--- config.mk ---
export PLATFORM = sky130hd
export DESIGN_NAME = acti_host_end_flat
export DESIGN_NICKNAME = d
export VERILOG_FILES = /design/src/hw/acti_pkg.sv /design/src/hw/acti_link_if.sv /design/src/hw/acti_fifo.sv /design/src/hw/acti_host_end.sv /design/src/flat_wrapper.sv
export SDC_FILE = /design/constraint.sdc
export NUM_CORES = 1
export LEC_CHECK = 0
export ABC_AREA = 1
export BUFFER_PORTS_ARGS = -buffer_cell sky130_fd_sc_hd__buf_2
export CAP_MARGIN = 20
export CORE_ASPECT_RATIO = 1.5
export CORE_MARGIN = 10
export CORE_UTILIZATION = 37
export DETAILED_ROUTE_END_ITERATION = 6
export PLACE_DENSITY = 0.51
export REMOVE_ABC_BUFFERS = 1
export SLEW_MARGIN = 20
export SYNTH_ARGS = -nofsm -noshare
export SYNTH_HDL_FRONTEND = slang
export SYNTH_HIERARCHICAL = 1
export SYNTH_SLANG_ARGS = --single-unit
--- constraint.sdc ---
create_clock -name clock -period 6.2 [get_ports clock]
set_clock_uncertainty 0.15 [all_clocks]
set_input_delay 0.31 -clock clock [delete_from_list [all_inputs] [get_ports clock]]
set_output_delay 0.31 -clock clock [all_outputs]
set_load 0.005 [all_outputs]
--- src/hw/acti_pkg.sv ---
// shared constants and types for the conversion / transfer interleave link
// How it works
// - internal clock launches data, serial clock still captures
// - result enters shift register at next select fall
// - host selects before next conversion finishes
// - host quiet around each conversion start
// - host reads in zone one or zone two
// - eighteen serial clocks fit the read window
// - frame may span zones, pausing in quiet
// - zone two strobe mode only echoes clock
// - standard mode launches opposite host capture edge
// - early mode launches half period sooner
// - device clock mode drives aligned strobe
// - lanes, double rate, zone two combine freely
// - host spaces starts one cycle time apart
// - select fall loads word, clears counter, input
// - short frame writes nothing, read data valid
// - optimal read takes eighteen top bits
package acti_pkg;
    localparam int WORD_BITS     = 22;
    localparam int READ_BITS     = 18;
    localparam int PAD_BITS      = 4;
    localparam int CNT_W         = 12;
    localparam int CLK_MHZ       = 100;
    localparam int T_CONV_NS     = 600;
    localparam int T_CYCLE_NS    = 5000;
    localparam int T_QT_ACQ_NS   = 200;
    localparam int T_APERTURE_NS = 100;
    localparam int T_SCLK_NS     = 160;
    localparam int T_INT_CLK_NS  = 80;
    localparam int LINK_LAT_CYC  = 4;

    function automatic int cyc_up(input int ns);
        int c;
        c = (ns * CLK_MHZ + 999) / 1000;
        return (c < 1) ? 1 : c;
    endfunction

    localparam int CONV_CYC      = cyc_up(T_CONV_NS);
    localparam int CYCLE_CYC     = cyc_up(T_CYCLE_NS);
    localparam int QT_ACQ_CYC    = cyc_up(T_QT_ACQ_NS);
    localparam int APERTURE_CYC  = cyc_up(T_APERTURE_NS);
    localparam int SCLK_HALF_CYC = cyc_up(T_SCLK_NS / 2);
    localparam int INT_HALF_CYC  = cyc_up(T_INT_CLK_NS / 2);

    typedef enum logic [1:0] {
        OUT_STANDARD = 2'b00,
        OUT_EARLY    = 2'b01,
        OUT_RESERVED = 2'b10,
        OUT_DEVCLK   = 2'b11
    } acti_out_mode_type;

    localparam logic [1:0] STROBE_ECHO = 2'h0;
    localparam logic [WORD_BITS-1:0] NOP_COMMAND = 22'h00_0000;

    typedef enum logic [0:0] {
        H_IDLE  = 1'b0,
        H_FRAME = 1'b1
    } acti_host_state_type;
endpackage

--- src/hw/acti_link_if.sv ---
// serial link between the converter end and the host controller end
`timescale 1ns/1ps
interface acti_link_if #(parameter int LANES = 1);
    logic             conversion_start;
    logic             cs_n;
    logic             sclk;
    logic             sdi;
    logic [LANES-1:0] serial_out_lanes;
    logic             sdo_oe;
    logic             ready_strobe_out;

    modport device (
        input  conversion_start,
        input  cs_n,
        input  sclk,
        input  sdi,
        output serial_out_lanes,
        output sdo_oe,
        output ready_strobe_out
    );
    modport host (
        output conversion_start,
        output cs_n,
        output sclk,
        output sdi,
        input  serial_out_lanes,
        input  sdo_oe,
        input  ready_strobe_out
    );
endinterface

--- src/hw/acti_fifo.sv ---
// small synchronous fifo with valid/ready on both sides
`timescale 1ns/1ps
module acti_fifo #(
    parameter int WIDTH = 18,
    parameter int DEPTH = 4
) (
    input  logic             clock,
    input  logic             sys_rst,
    input  logic             in_valid,
    output logic             in_ready,
    input  logic [WIDTH-1:0] in_data,
    output logic             out_valid,
    input  logic             out_ready,
    output logic [WIDTH-1:0] out_data
);
    localparam int AW = (DEPTH > 1) ? $clog2(DEPTH) : 1;

    logic [WIDTH-1:0] mem_reg [DEPTH];
    logic [AW:0]      wr_ptr_reg;
    logic [AW:0]      rd_ptr_reg;
    logic [AW:0]      level;
    logic             push;
    logic             pop;

    assign level     = wr_ptr_reg - rd_ptr_reg;
    assign in_ready  = level < (AW + 1)'(DEPTH);
    assign out_valid = level != '0;
    assign push      = in_valid & in_ready;
    assign pop       = out_valid & out_ready;
    assign out_data  = mem_reg[rd_ptr_reg[AW-1:0]];

    always_ff @(posedge clock) begin
        if (push) begin
            mem_reg[wr_ptr_reg[AW-1:0]] <= in_data;
        end
    end

    // pointers wrap at DEPTH; with a non-power-of-two depth the level overcounts and in_ready drops early
    always_ff @(posedge clock) begin
        if (sys_rst) begin
            wr_ptr_reg <= '0;
            rd_ptr_reg <= '0;
        end else begin
            if (push) begin
                wr_ptr_reg <= (wr_ptr_reg[AW-1:0] == AW'(DEPTH - 1)) ?
                    {~wr_ptr_reg[AW], {AW{1'b0}}} : wr_ptr_reg + 1'b1;
            end
            if (pop) begin
                rd_ptr_reg <= (rd_ptr_reg[AW-1:0] == AW'(DEPTH - 1)) ?
                    {~rd_ptr_reg[AW], {AW{1'b0}}} : rd_ptr_reg + 1'b1;
            end
        end
    end
endmodule

--- src/hw/acti_host_end.sv ---
// host end: conversion pacing, zone-timed read frames, result fifo
`timescale 1ns/1ps
module acti_host_end #(
    parameter int LANES = 1,
    parameter int DEPTH = 4
) (
    input  logic                             clock,
    input  logic                             sys_rst,
    acti_link_if.host                        link,
    input  logic                             enable,
    input  logic                             zone_select,
    input  acti_pkg::acti_out_mode_type      output_protocol_select,
    input  logic                             ddr_enable,
    input  logic                             full_frame,
    input  logic [acti_pkg::WORD_BITS-1:0]   command_word,
    output logic [acti_pkg::READ_BITS-1:0]   result_data,
    output logic                             result_valid,
    input  logic                             result_ready
);
    localparam int R  = acti_pkg::READ_BITS;
    localparam int GB = ((R + LANES - 1) / LANES) * LANES;
    localparam int CW = acti_pkg::CNT_W;

    acti_pkg::acti_host_state_type state_reg;
    logic [CW-1:0]       cyc_reg;
    logic [CW-1:0]       cyc_next;
    logic                cst_reg;
    logic [1:0]          starts_reg;
    logic                read_done_reg;
    logic                quiet;
    logic                go;
    logic                finish;
    logic                fifo_ready;
    logic [LANES:0]      pin_s1_reg;
    logic [LANES:0]      pin_s2_reg;
    logic [LANES:0]      pin_d_reg;
    logic                cs_n_reg;
    logic                sclk_reg;
    logic [CW-1:0]       half_reg;
    logic                toggle;
    logic                h_rise;
    logic                h_fall;
    logic                capture;
    logic [LANES-1:0]    cap_data;
    logic [GB-1:0]       rx_reg;
    logic [5:0]          rx_cnt_reg;
    logic [5:0]          rise_cnt_reg;
    logic                rx_done;
    logic [acti_pkg::WORD_BITS-1:0] tx_reg;

    ////////////////////////////////////////////////////////////////////////
    // conversion pacing

    assign cyc_next = (cyc_reg == CW'(acti_pkg::CYCLE_CYC - 1)) ?
                      '0 : cyc_reg + 1'b1;

    always_ff @(posedge clock) begin
        if (sys_rst || !enable) begin
            cyc_reg    <= '0;
            cst_reg    <= 1'b0;
            starts_reg <= '0;
        end else begin
            cyc_reg <= cyc_next;
            cst_reg <= (cyc_next == '0) |
                       (cst_reg & (cyc_next < CW'(acti_pkg::APERTURE_CYC)));
            if (cyc_next == '0 && starts_reg != '1) begin
                starts_reg <= starts_reg + 1'b1;
            end
        end
    end

    // aperture after a start and acquisition before the next one
    assign quiet = enable & (cst_reg |
        (cyc_reg >= CW'(acti_pkg::CYCLE_CYC - acti_pkg::QT_ACQ_CYC)));

    // zone 1 waits for the result, zone 2 for the next start
    assign go = (state_reg == acti_pkg::H_IDLE) & enable & ~quiet &
        ~read_done_reg & fifo_ready &
        (zone_select ? (starts_reg == 2'h2 || starts_reg == 2'h3) :
         (starts_reg != '0 & (cyc_reg >= CW'(acti_pkg::CONV_CYC +
                                             acti_pkg::LINK_LAT_CYC))));

    ////////////////////////////////////////////////////////////////////////
    // frame control

    assign rx_done = rx_cnt_reg >= 6'(R);
    assign finish  = (state_reg == acti_pkg::H_FRAME) & rx_done & ~sclk_reg &
        ~quiet & (~full_frame | (rise_cnt_reg >= 6'(acti_pkg::WORD_BITS)));

    always_ff @(posedge clock) begin
        if (sys_rst) begin
            state_reg     <= acti_pkg::H_IDLE;
            cs_n_reg      <= 1'b1;
            read_done_reg <= 1'b0;
        end else begin
            if (cyc_next == '0 || !enable) begin
                read_done_reg <= 1'b0;
            end
            case (state_reg)
                acti_pkg::H_IDLE: begin
                    if (go) begin
                        state_reg     <= acti_pkg::H_FRAME;
                        cs_n_reg      <= 1'b0;
                        read_done_reg <= 1'b1;
                    end
                end
                acti_pkg::H_FRAME: begin
                    if (finish) begin
                        state_reg <= acti_pkg::H_IDLE;
                        cs_n_reg  <= 1'b1;
                    end
                end
                default: begin
                    state_reg <= acti_pkg::H_IDLE;
                    cs_n_reg  <= 1'b1;
                end
            endcase
        end
    end

    ////////////////////////////////////////////////////////////////////////
    // serial clock divider, paused while quiet

    assign toggle = (state_reg == acti_pkg::H_FRAME) & ~quiet &
        (half_reg == CW'(acti_pkg::SCLK_HALF_CYC - 1)) &
        (sclk_reg | ~rx_done |
         (full_frame & (rise_cnt_reg < 6'(acti_pkg::WORD_BITS))));
    assign h_rise = toggle & ~sclk_reg;
    assign h_fall = toggle & sclk_reg;

    always_ff @(posedge clock) begin
        if (sys_rst || state_reg != acti_pkg::H_FRAME) begin
            half_reg <= '0;
            sclk_reg <= 1'b0;
        end else if (!quiet) begin
            if (toggle) begin
                half_reg <= '0;
                sclk_reg <= ~sclk_reg;
            end else if (half_reg != CW'(acti_pkg::SCLK_HALF_CYC - 1)) begin
                half_reg <= half_reg + 1'b1;
            end
        end
    end

    ////////////////////////////////////////////////////////////////////////
    // receive path

    always_ff @(posedge clock) begin
        if (sys_rst) begin
            pin_s1_reg <= '0;
            pin_s2_reg <= '0;
            pin_d_reg  <= '0;
        end else begin
            pin_s1_reg <= {link.ready_strobe_out, link.serial_out_lanes};
            pin_s2_reg <= pin_s1_reg;
            pin_d_reg  <= pin_s2_reg;
        end
    end

    // strobe mode samples the data held before the strobe edge
    always_comb begin
        if (output_protocol_select == acti_pkg::OUT_DEVCLK) begin
            capture = (pin_s2_reg[LANES] & ~pin_d_reg[LANES]) |
                (ddr_enable & ~pin_s2_reg[LANES] & pin_d_reg[LANES]);
            cap_data = pin_d_reg[LANES-1:0];
        end else begin
            capture  = h_rise | (ddr_enable & h_fall);
            cap_data = pin_s2_reg[LANES-1:0];
        end
    end

    always_ff @(posedge clock) begin
        if (sys_rst || go) begin
            rx_reg       <= '0;
            rx_cnt_reg   <= '0;
            rise_cnt_reg <= '0;
        end else if (state_reg == acti_pkg::H_FRAME) begin
            if (capture && !rx_done) begin
                rx_reg     <= GB'({rx_reg, cap_data});
                rx_cnt_reg <= rx_cnt_reg + 6'(LANES);
            end
            if (h_rise && rise_cnt_reg != '1) begin
                rise_cnt_reg <= rise_cnt_reg + 1'b1;
            end
        end
    end

    ////////////////////////////////////////////////////////////////////////
    // transmit path, changes on falling edges for rising-edge capture

    always_ff @(posedge clock) begin
        if (sys_rst) begin
            tx_reg <= acti_pkg::NOP_COMMAND;
        end else if (go) begin
            tx_reg <= command_word;
        end else if (h_fall) begin
            tx_reg <= {tx_reg[acti_pkg::WORD_BITS-2:0], 1'b0};
        end
    end

    // a full fifo stops new frames, so no result is ever pushed and lost
    acti_fifo #(
        .WIDTH (R),
        .DEPTH (DEPTH)
    ) result_fifo (
        .clock     (clock),
        .sys_rst   (sys_rst),
        .in_valid  (finish),
        .in_ready  (fifo_ready),
        .in_data   (rx_reg[GB-1 -: R]),
        .out_valid (result_valid),
        .out_ready (result_ready),
        .out_data  (result_data)
    );

    assign link.conversion_start = cst_reg;
    assign link.cs_n             = cs_n_reg;
    assign link.sclk             = sclk_reg;
    assign link.sdi              = tx_reg[acti_pkg::WORD_BITS-1];
endmodule

--- src/flat_wrapper.sv ---
// flat-port wrapper written by rule: the top's interface ports become plain ports
module acti_host_end_flat 
#(
    parameter int LANES = 1,
    parameter int DEPTH = 4
)
  (clock, sys_rst, enable, zone_select, output_protocol_select, ddr_enable, full_frame, command_word, result_data, result_valid, result_ready, link_conversion_start, link_cs_n, link_sclk, link_sdi, link_serial_out_lanes, link_sdo_oe, link_ready_strobe_out);
  acti_link_if #(.LANES(LANES)) link_i ();
  input  logic clock;
  input  logic sys_rst;
  input  logic enable;
  input  logic zone_select;
  input  acti_pkg::acti_out_mode_type output_protocol_select;
  input  logic ddr_enable;
  input  logic full_frame;
  input  logic [acti_pkg::WORD_BITS-1:0] command_word;
  output logic [acti_pkg::READ_BITS-1:0] result_data;
  output logic result_valid;
  input  logic result_ready;
  output wire logic [$bits(link_i.conversion_start)-1:0] link_conversion_start;
  output wire logic [$bits(link_i.cs_n)-1:0] link_cs_n;
  output wire logic [$bits(link_i.sclk)-1:0] link_sclk;
  output wire logic [$bits(link_i.sdi)-1:0] link_sdi;
  input wire logic [$bits(link_i.serial_out_lanes)-1:0] link_serial_out_lanes;
  input wire logic [$bits(link_i.sdo_oe)-1:0] link_sdo_oe;
  input wire logic [$bits(link_i.ready_strobe_out)-1:0] link_ready_strobe_out;
  assign link_conversion_start = link_i.conversion_start;
  assign link_cs_n = link_i.cs_n;
  assign link_sclk = link_i.sclk;
  assign link_sdi = link_i.sdi;
  assign link_i.serial_out_lanes = link_serial_out_lanes;
  assign link_i.sdo_oe = link_sdo_oe;
  assign link_i.ready_strobe_out = link_ready_strobe_out;
  acti_host_end #(.LANES(LANES), .DEPTH(DEPTH)) u_core (.clock(clock), .sys_rst(sys_rst), .link(link_i), .enable(enable), .zone_select(zone_select), .output_protocol_select(output_protocol_select), .ddr_enable(ddr_enable), .full_frame(full_frame), .command_word(command_word), .result_data(result_data), .result_valid(result_valid), .result_ready(result_ready));
endmodule
* Word-level counts from Yosys, hierarchy flattened
Memories as Yosys holds them, arrays and structs flattened. A register that Yosys moved wholly into a read port is not among the register bits.
Cells that the tools add are included.
W data, S select, Z words.
** Cells by class
- Bitwise logic cells :: 41
- $add $sub $neg :: 8
- Muxes and demuxes :: 23
- Reductions and logical operators :: 20
- Order comparisons :: 7
- Eq/ne operators :: 12
** Operators by type and width (count)
- $mux W22 :: 2
- $mux W12 :: 3
- $add A12 B1 Y12 const B :: 2
- $and A1 B1 Y1 :: 24
- $add A6 B1 Y6 const B :: 2
- $eq A12 B3 Y1 const B :: 1
- $eq A12 B9 Y1 const B :: 1
- $ge A12 B7 Y1 const B :: 1
- $ge A12 B9 Y1 const B :: 1
- $ge A6 B5 Y1 const B :: 2
- $logic_not A12 Y1 :: 1
- $lt A12 B4 Y1 const B :: 1
- $mux W1 :: 12
- $ne A12 B3 Y1 const B :: 1
- $eq A2 B2 Y1 const B :: 5
- $not A1 Y1 :: 10
- $reduce_and A2 Y1 :: 5
- $or A1 B1 Y1 :: 7
- $add A3 B1 Y3 const B :: 2
- $lt A6 B5 Y1 const B :: 1
- $mux W3 :: 2
- $ne A6 B6 Y1 const B :: 1
- $reduce_bool A2 Y1 :: 3
- $logic_or A1 B1 Y1 :: 5
- 10 further kinds :: 16
** Storage, ports and cells
- Flip-flop bits (word level) :: 95
- Word-level logic and storage cells :: 129
- Memories :: 1
- Bits in writable memories :: 72
- Output and inout port bits :: 23
** Memories
- u_core.result_fifo.mem_reg :: depth 4, width 18, rd ports 1, clocked after Yosys merged registers in 1, wr ports 1, RTL line acti_fifo.sv:18 : logic [WIDTH-1:0] mem_reg [DEPTH];

* Logic depth before layout (Yosys ltp)
Gate-level depths: netlist of run 1.
- Depth in word-level cells :: 13
- Gate-level depth with buffers :: 18
- Mapped depth without buffers :: 18

* By module
The synthesis of run 1 kept the hierarchy.
** Modules (own cells, without submodules)
- acti_host_end :: times used 1, area each 4469.3 um2, cells each 662
- acti_fifo :: times used 1, area each 3158.0 um2, cells each 248

* Least setup slack after synthesis of run 1
No wires, ideal clock.
- Path type :: register to register
- From :: reg u_core.result_fifo.wr_ptr_reg[0]
- To :: mem u_core.result_fifo.mem_reg[0][0], enable pin
- Stages on the path, launching flop included :: 11
- Required time :: 5.657 ns
- Setup slack :: 3.398 ns
- Data arrival time :: 2.259 ns
- Path buffers :: 0
- Cell sequence :: dfxtp_1 inv_1 ha_1 fa_1 inv_1 nand2_1 nand2_1 nand2_1 nand2_2 nand2_4 nor2_1
** On the way
- Longest elaborated chain between the ends :: 5
** RTL lines
- start, declared :: RTL line acti_fifo.sv:19 : logic [AW:0] wr_ptr_reg;
- start signal, assigned :: RTL line acti_fifo.sv:45 : wr_ptr_reg <= (wr_ptr_reg[AW-1:0] == AW'(DEPTH - 1)) ?
- $sub A3 B3 Y3 :: RTL line acti_fifo.sv:25 : assign level = wr_ptr_reg - rd_ptr_reg;
- $lt A3 B3 Y1 :: RTL line acti_fifo.sv:26 : assign in_ready = level < (AW + 1)'(DEPTH);
- via u_core.fifo_ready :: RTL line acti_host_end.sv:33 : logic fifo_ready;
- $and A1 B1 Y1 :: RTL line acti_fifo.sv:28 : assign push = in_valid & in_ready;
- $mux W1 :: RTL line acti_fifo.sv:33 : if (push) begin
- $mux W1 (not written as such) :: RTL line acti_fifo.sv:34 : mem_reg[wr_ptr_reg[AW-1:0]] <= in_data;
- end, declared :: RTL line acti_fifo.sv:18
The timed path passes the listed nets, and every way through them passes these cells.

* Worst setup path in the final report of run 1
- From :: reg u_core.result_fifo.wr_ptr_reg[0]
- To :: reg u_core/tx_reg[19] in the netlist's numbering
** On the way
- Longest elaborated chain between the ends :: 5
- Elaborated cells on any way between the ends :: 6
- Those cells by class :: add/sub: 1; order compare: 1; mux: 1; bitwise: 2; reduce/logical: 1
** RTL lines
- $sub A3 B3 Y3 * :: RTL line acti_fifo.sv:25
- $lt A3 B3 Y1 * :: RTL line acti_fifo.sv:26
- via u_core.fifo_ready :: RTL line acti_host_end.sv:33
- $and A1 B1 Y1 * (2 in a row) :: RTL line acti_host_end.sv:78 : ~read_done_reg & fifo_ready &
- $mux W22 / $reduce_bool A2 Y1 (equally long branches)
- end signal, assigned :: RTL line acti_host_end.sv:193 : tx_reg <= acti_pkg::NOP_COMMAND;
- end signal, assigned :: RTL line acti_host_end.sv:195 : tx_reg <= command_word;
- end signal, assigned :: RTL line acti_host_end.sv:197 : tx_reg <= {tx_reg[acti_pkg::WORD_BITS-2:0], 1'b0};
- end, declared :: RTL line acti_host_end.sv:49 : logic [acti_pkg::WORD_BITS-1:0] tx_reg;
The timed path passes the listed nets; every way through them passes the cells marked *.
A chain may end at the register's enable or synchronous reset.

==> results_dict.tcl, run 1 <==
set metrics [dict create \
    hold_slack_ns 0.02684 \
    grt_max_degree 44 \
    hold_buffers 23 \
    min_from "command_word[19]" \
    start_util 0.3750 \
    core_um2 20340 \
    die_width_um 137.2 \
    dr.pass1.iters 5 \
    cts_resized 0 \
    clk_path_buf_depth 2 \
    irDropWorstVdd_mv 0.1687 \
    synth_area_um2 7627 \
    min_delay_path_depth 3 \
    hpwl_um 11010 \
    tightest_slew_ns 0.6427 \
    syn_avg_cell_area_um2 8.382 \
    reg2regPathDepth 14 \
    drc 0 \
    hold_violations 0 \
    area_growth_pct 17.81 \
    dp.cells 1203 \
    seq_power_share 0.419 \
    crit_path_top_delay_cell "nand2_2" \
    arrival_ns 3.85 \
    grt_pass1_wl_um 28430 \
    fin_ws_ns 2.557 \
    rows 64 \
    overflow 0 \
    routedWlPerCell_um 13.37 \
    grt.total_usage 0.1301 \
    drive_above_1_share 0.1237 \
    yosysMostFrequentCell "nand2_1" \
    pre_cts_ws_ns 2.499 \
    power_density_nw_per_um2 323.5 \
    clock_sinks 169 \
    power.switching_w 0.0008240 \
    post-synth-top-area-fraction 0.2835 \
    rsz0062_at_grt "false" \
    yosysWarnings 6 \
    vias 6045 \
    crit_required_ns 6.41 \
    p_leak_nw 3.584 \
    ys_seq_area_frac 0.5381 \
    final_antenna_net_count 0 \
    ys_top_cells_by_area "edfxtp_1, dfxtp_1, nand2_1" \
    p_int_w 0.002083 \
    dieArea_um2 26880 \
    switching_share 0.2835 \
    timing.slew.headroom 0.5700 \
    outcome "complete, no violations" \
    maxSlewViolCount 0 \
    port-buffer-count 55 \
    path_cells "inv_1, ha_1, fa_1, inv_1, nand2_1, nand2_1, nand2_1, nand2_2, nand2_1, nor4_2, nand3_2, nand2_2, o21ai_0, a31oi_1" \
    drt_iter0_drc 316 \
    cts_buffers 17 \
    antennaDiodeCount 0 \
    die_h_um 195.8 \
    wl_um 16820 \
    drv_cap 0 \
    final_cell_count_no_fill 1258 \
    finalCritPeriodShare 0.5876 \
    io_pins 57 \
    synth-edff-count 72 \
    cts_root_buffer "clkbuf_16" \
    grt_pass1_vias 5967 \
    reg2reg_to "u_core/tx_reg[19]$_SDFFE_PP0P_" \
    clkLatencyLatePin_ns 0.43 \
    clock.fmax_ghz 0.2745 \
    final_util 0.4418 \
    nNetsFinal 1032 \
    fin_tns_setup_ns 0 \
    worstHoldEndpoint "u_core/tx_reg[19]$_SDFFE_PP0P_" \
    post_cts_buffers 0 \
    cts_tree "built" \
    p_comb_frac 0.189 \
    cp.depth 14 \
    synth-seq-cells 169 \
    gp_congestion 0.7847 \
    num-fill-cells 2044 \
    slowest_delay_ns 0.71 \
    synthTopCellsByCount "nand2_1, nor2_1, inv_1, dfxtp_1, edfxtp_1" \
    syn-instance-count 910 \
    r2r-start "u_core/result_fifo/wr_ptr_reg[0]$_SDFFE_PP0P_" \
    viasPerCell 4.805 \
    yosys.area.top_type "edfxtp_1" \
    critPathKind "flop to flop" \
    crit_top_cell "nand2_1" \
    setup_viol 0 \
    antenna_found_initial 1 \
    cp_max_fo 43 \
    hold_class "input pin to flop" \
    cp-end-kind "flop" \
    fin_crit_ns 3.643 \
    synth_ff_type "dfxtp_1" \
    cpLargestDelayFamily "simple AND/OR/NAND/NOR gates" \
    clk_pin_slew_ns 0.07 \
    largest_register_ffs 72 \
    synthArstFlopShare 0 \
    reg2reg_slack_ns 2.56 \
    p_clk_frac 0.392 \
    synth.distinct_cells 42 \
    critPathLaunchType "flop" \
    critPathBufInv 2 \
    htreeDepth 4 \
]
## per-layer routing
metal / track usage / part of all wire
met1: 0.1377 / 0.41
met2: 0.2363 / 0.52
met3: 0.03836 / 0.046
met4: 0.04503 / 0.014
met5: 0 / 0.00077
## per-stage QoR
step           total power [W]  area (µm²)
6_report              0.002907        8986
3_5_place_dp          0.001804        8122
3_3_place_gp          0.001801        8122
2_1_floorplan         0.001570        7456
4_1_cts               0.002967        8986
5_1_grt               0.003089        8986
## cell families after synthesis
kind of cell               synth area share
AOI/OAI and AO/OA                   0.09875
xor gates and xnor gates           0.006890
adders and majority gates           0.02887
buffers and inverters               0.08251
DFF                                  0.5381
and+or+nand+nor                      0.2449
## cells in the final DEF, fill, tap and decap left out, types with 18 or more instances in the layout
master,count
inv_1,116
edfxtp_1,72
a21oi_1,23
dlygate4sd3_1,23
a31oi_1,20
nor2_1,127
o22ai_1,18
dfxtp_1,97
nand3_1,49
nand4_1,33
buf_2,55
o21ai_0,67
nand2_1,179
## worst min-delay path, cell delays in order
cell	delay [ns]
buf_2	0.09
nand2_1	0.07
a31oi_1	0.08
## power by group through the flow
| stage | clock, W | combinational (W) | sequential (W) |
|---|---|---|---|
| floorplan | 0 | 0.000307 | 0.00126 |
| global placement | 0 | 0.000560 | 0.00124 |
| detailed placement | 0 | 0.000562 | 0.00124 |
| CTS | 0.00118 | 0.000574 | 0.00122 |
| global route | 0.00122 | 0.000643 | 0.00122 |
| finish | 0.00114 | 0.000550 | 0.00122 |
## final cells by class
class | instances | area, µm² | share of cell area
clock buffers | 18 | 429.2 | 0.04776
clock inverters | 14 | 205.2 | 0.02283
inverters | 122 | 457.9 | 0.05096
multi-input cells | 585 | 2894 | 0.3221
flip-flops and latches | 169 | 4104 | 0.4567
well taps | 264 | 330.3 | 0.03676
repair buffers | 86 | 565.5 | 0.06294
## worst max-delay path by stage
stage | from | to | slack [ns]
after floorplan | u_core/result_fifo/wr_ptr_reg[0]$_SDFFE_PP0P_ | u_core/tx_reg[10]$_SDFFE_PP0P_ | 3.16
after global placement | u_core/result_fifo/wr_ptr_reg[0]$_SDFFE_PP0P_ | u_core/tx_reg[15]$_SDFFE_PP0P_ | 2.57
after detailed placement | u_core/result_fifo/wr_ptr_reg[0]$_SDFFE_PP0P_ | u_core/tx_reg[19]$_SDFFE_PP0P_ | 2.50
after CTS | u_core/result_fifo/wr_ptr_reg[0]$_SDFFE_PP0P_ | u_core/tx_reg[19]$_SDFFE_PP0P_ | 2.48
after global routing | u_core/result_fifo/wr_ptr_reg[0]$_SDFFE_PP0P_ | u_core/tx_reg[11]$_SDFFE_PP0P_ | 2.12
final | u_core/result_fifo/wr_ptr_reg[0]$_SDFFE_PP0P_ | u_core/tx_reg[19]$_SDFFE_PP0P_ | 2.56
(Power assumes the default switching activity.)
==> inputs of run 2 (changes only) <==
--- a/config.mk
+++ b/config.mk
@@ -12,7 +12,7 @@
 export CORE_MARGIN = 10
 export CORE_UTILIZATION = 37
 export DETAILED_ROUTE_END_ITERATION = 6
-export PLACE_DENSITY = 0.51
+export PLACE_DENSITY = 0.53
 export REMOVE_ABC_BUFFERS = 1
 export SLEW_MARGIN = 20
 export SYNTH_ARGS = -nofsm -noshare
==> constraint.sdc (replaced) <==
create_clock -name clock -period 3.1 [get_ports clock]
set_clock_uncertainty 0.15 [all_clocks]
set_input_delay 0.155 -clock clock [delete_from_list [all_inputs] [get_ports clock]]
set_output_delay 0.155 -clock clock [all_outputs]
set_load 0.005 [all_outputs]
==> run 2 against run 1 <==
- fmax is 30% higher
- critical path depth stayed put
- clock-buffer cell count is 1 higher
- first-iteration DRC count fell by 5.1%
- clock power is 84% higher
- global-route usage shrank 0.21 points
- final area rose by 0.92%
- critical endpoint is now u_core/rise_cnt_reg[4]$_SDFFE_PP0P_
- largest power group unchanged
- highest routed layer is now met4
==> results_dict.tcl, run 2 (synthesized netlist as in run 1, its figures left out) <==
set metrics [dict create \
    outcome "complete, no violations" \
    dpl-instance-area_um2 8187 \
    overflow 0 \
    final_antenna_net_count 0 \
    port-buffer-count 55 \
    finalCritPeriodShare 0.9018 \
    arrival_ns 2.97 \
    cts_root_buffer "clkbuf_16" \
    viasPerCell 4.768 \
    cts_buffers 17 \
    largest_register_ffs 72 \
    timing.slew.headroom 0.5721 \
    drc 0 \
    post_cts_buffers 0 \
    dieArea_um2 26880 \
    die_h_um 195.8 \
    core_um2 20340 \
    use_met3 0.03274 \
    grt_pass1_vias 6002 \
    power_density_nw_per_um2 623.1 \
    vias 6065 \
    wl_um 16580 \
    clock.fmax_ghz 0.3577 \
    irDropWorstVdd_mv 0.2845 \
    drv_cap 0 \
    rsz0062_at_grt "false" \
    clkLatencyLatePin_ns 0.43 \
    dp.cells 1210 \
    htreeDepth 4 \
    start_util 0.3750 \
    hold_violations 0 \
    clk_pin_slew_ns 0.07 \
    die_width_um 137.2 \
    use_met1 0.1410 \
    tightest_slew_ns 0.6412 \
    critPathLaunchType "flop" \
    mostFrequentLayoutCells "nand2_1, nor2_1, inv_1" \
    p_leak_nw 3.642 \
    drt_iter0_drc 300 \
    total_power_w 0.005651 \
    design_area_um2 9069 \
    antenna_found_initial 0 \
    top_usage_layer "met2" \
    grt_max_degree 44 \
    grt.met2_usage 0.2269 \
    crit_required_ns 3.28 \
    grt.total_usage 0.1280 \
    dr.pass1.iters 4 \
    cp-end-kind "flop" \
    maxSlewViolCount 0 \
    setup_viol 0 \
    fin_tns_setup_ns 0 \
    hold_class "input pin to flop" \
    clock_sinks 169 \
    drive_above_1_share 0.1301 \
    routedWlPerCell_um 13.03 \
    cp_max_fo 25 \
    rows 64 \
    io_pins 57 \
    hpwl_um 11040 \
    grt_pass1_wl_um 28150 \
    fin_crit_ns 2.796 \
    clk_path_buf_depth 2 \
    area_growth_pct 18.90 \
    nNetsFinal 1045 \
    critPathKind "flop to flop" \
    final_cell_count_no_fill 1272 \
    final_common_cell "nand2_1" \
    gp_congestion 0.8046 \
    cts_tree "built" \
]
-- run 2: changes by cell type in the layout (fill, tap and decap cells not counted), moves of 2 or more --
cell,delta
buf_4,+5
inv_4,+2
dlygate4sd3_1,+6
clkbuf_8,+2
bufinv_16,-3
-- run 2: metrics by stage --
step,util,setup slack [ns],hold WS (ns)
finish,0.4459,0.3044,0.1186
global route,0.4457,0.04704,0.1585
CTS,0.4454,0.1092,0.1085
detailed placement,0.4025,0.1240,0.2231
global placement,0.4025,0.1598,0.2278
floorplan,-,0.06097,0.07407
-- run 2: final timing paths --
kind                                                 startpoint                                   to  slack [ns]  depth (start not counted)
hold reg to reg                 u_core/pin_s1_reg[1]$_SDFF_PP0_      u_core/pin_s2_reg[1]$_SDFF_PP0_        0.26                          2
setup / recovery  u_core/result_fifo/wr_ptr_reg[0]$_SDFFE_PP0P_  u_core/rise_cnt_reg[4]$_SDFFE_PP0P_        0.30                         14
setup reg to reg  u_core/result_fifo/wr_ptr_reg[0]$_SDFFE_PP0P_  u_core/rise_cnt_reg[4]$_SDFFE_PP0P_        0.30                         14
hold / removal                                       ddr_enable    u_core/rx_cnt_reg[4]$_SDFFE_PP0P_        0.12                          5
-- run 2: layout make-up --
type	instances	area, µm²
antenna	1	2.502
multi-input combinational	585	2894
sequential	169	4105
timing repair buffer	99	694.4
inverter	122	460.4
fill	2025	11270
tap	264	330.3
clock buffer	19	452.9
clock inverter	13	128.9
-- run 2: worst max-delay path, cell delays in order (launching register included) --
cell	delay, ns
dfxtp_2	0.37
inv_1	0.08
ha_1	0.22
fa_1	0.41
inv_1	0.09
nand2_1	0.06
nand2_1	0.07
nand2_1	0.06
nand2_2	0.12
nand2_1	0.08
nor4_2	0.24
nand3_2	0.19
nand2_2	0.21
inv_4	0.15
and3_1	0.21
-- run 2: report_power, final --
part | internal, W | total [W] | switching (W)
registers | 0.00239 | 0.00244 | 0.0000515
logic | 0.000431 | 0.00111 | 0.000677
clock network | 0.00117 | 0.00210 | 0.000932
total | 0.00399 | 0.00565 | 0.00166
-- run 2: per-layer routing --
layer | wire (µm) | vias to the layer above
met2 | 8508 | 79
li1 | - | 3175
met1 | 7149 | 2781
met4 | 299 | 0
met5 | 0 | -
met3 | 622 | 30
-- run 2: what timing repair did --
action	in CTS	in global routing
gates resized for setup	0	4
hold buffers	29	0
setup endpoints to repair	0	43
hold endpoints to repair	37	0
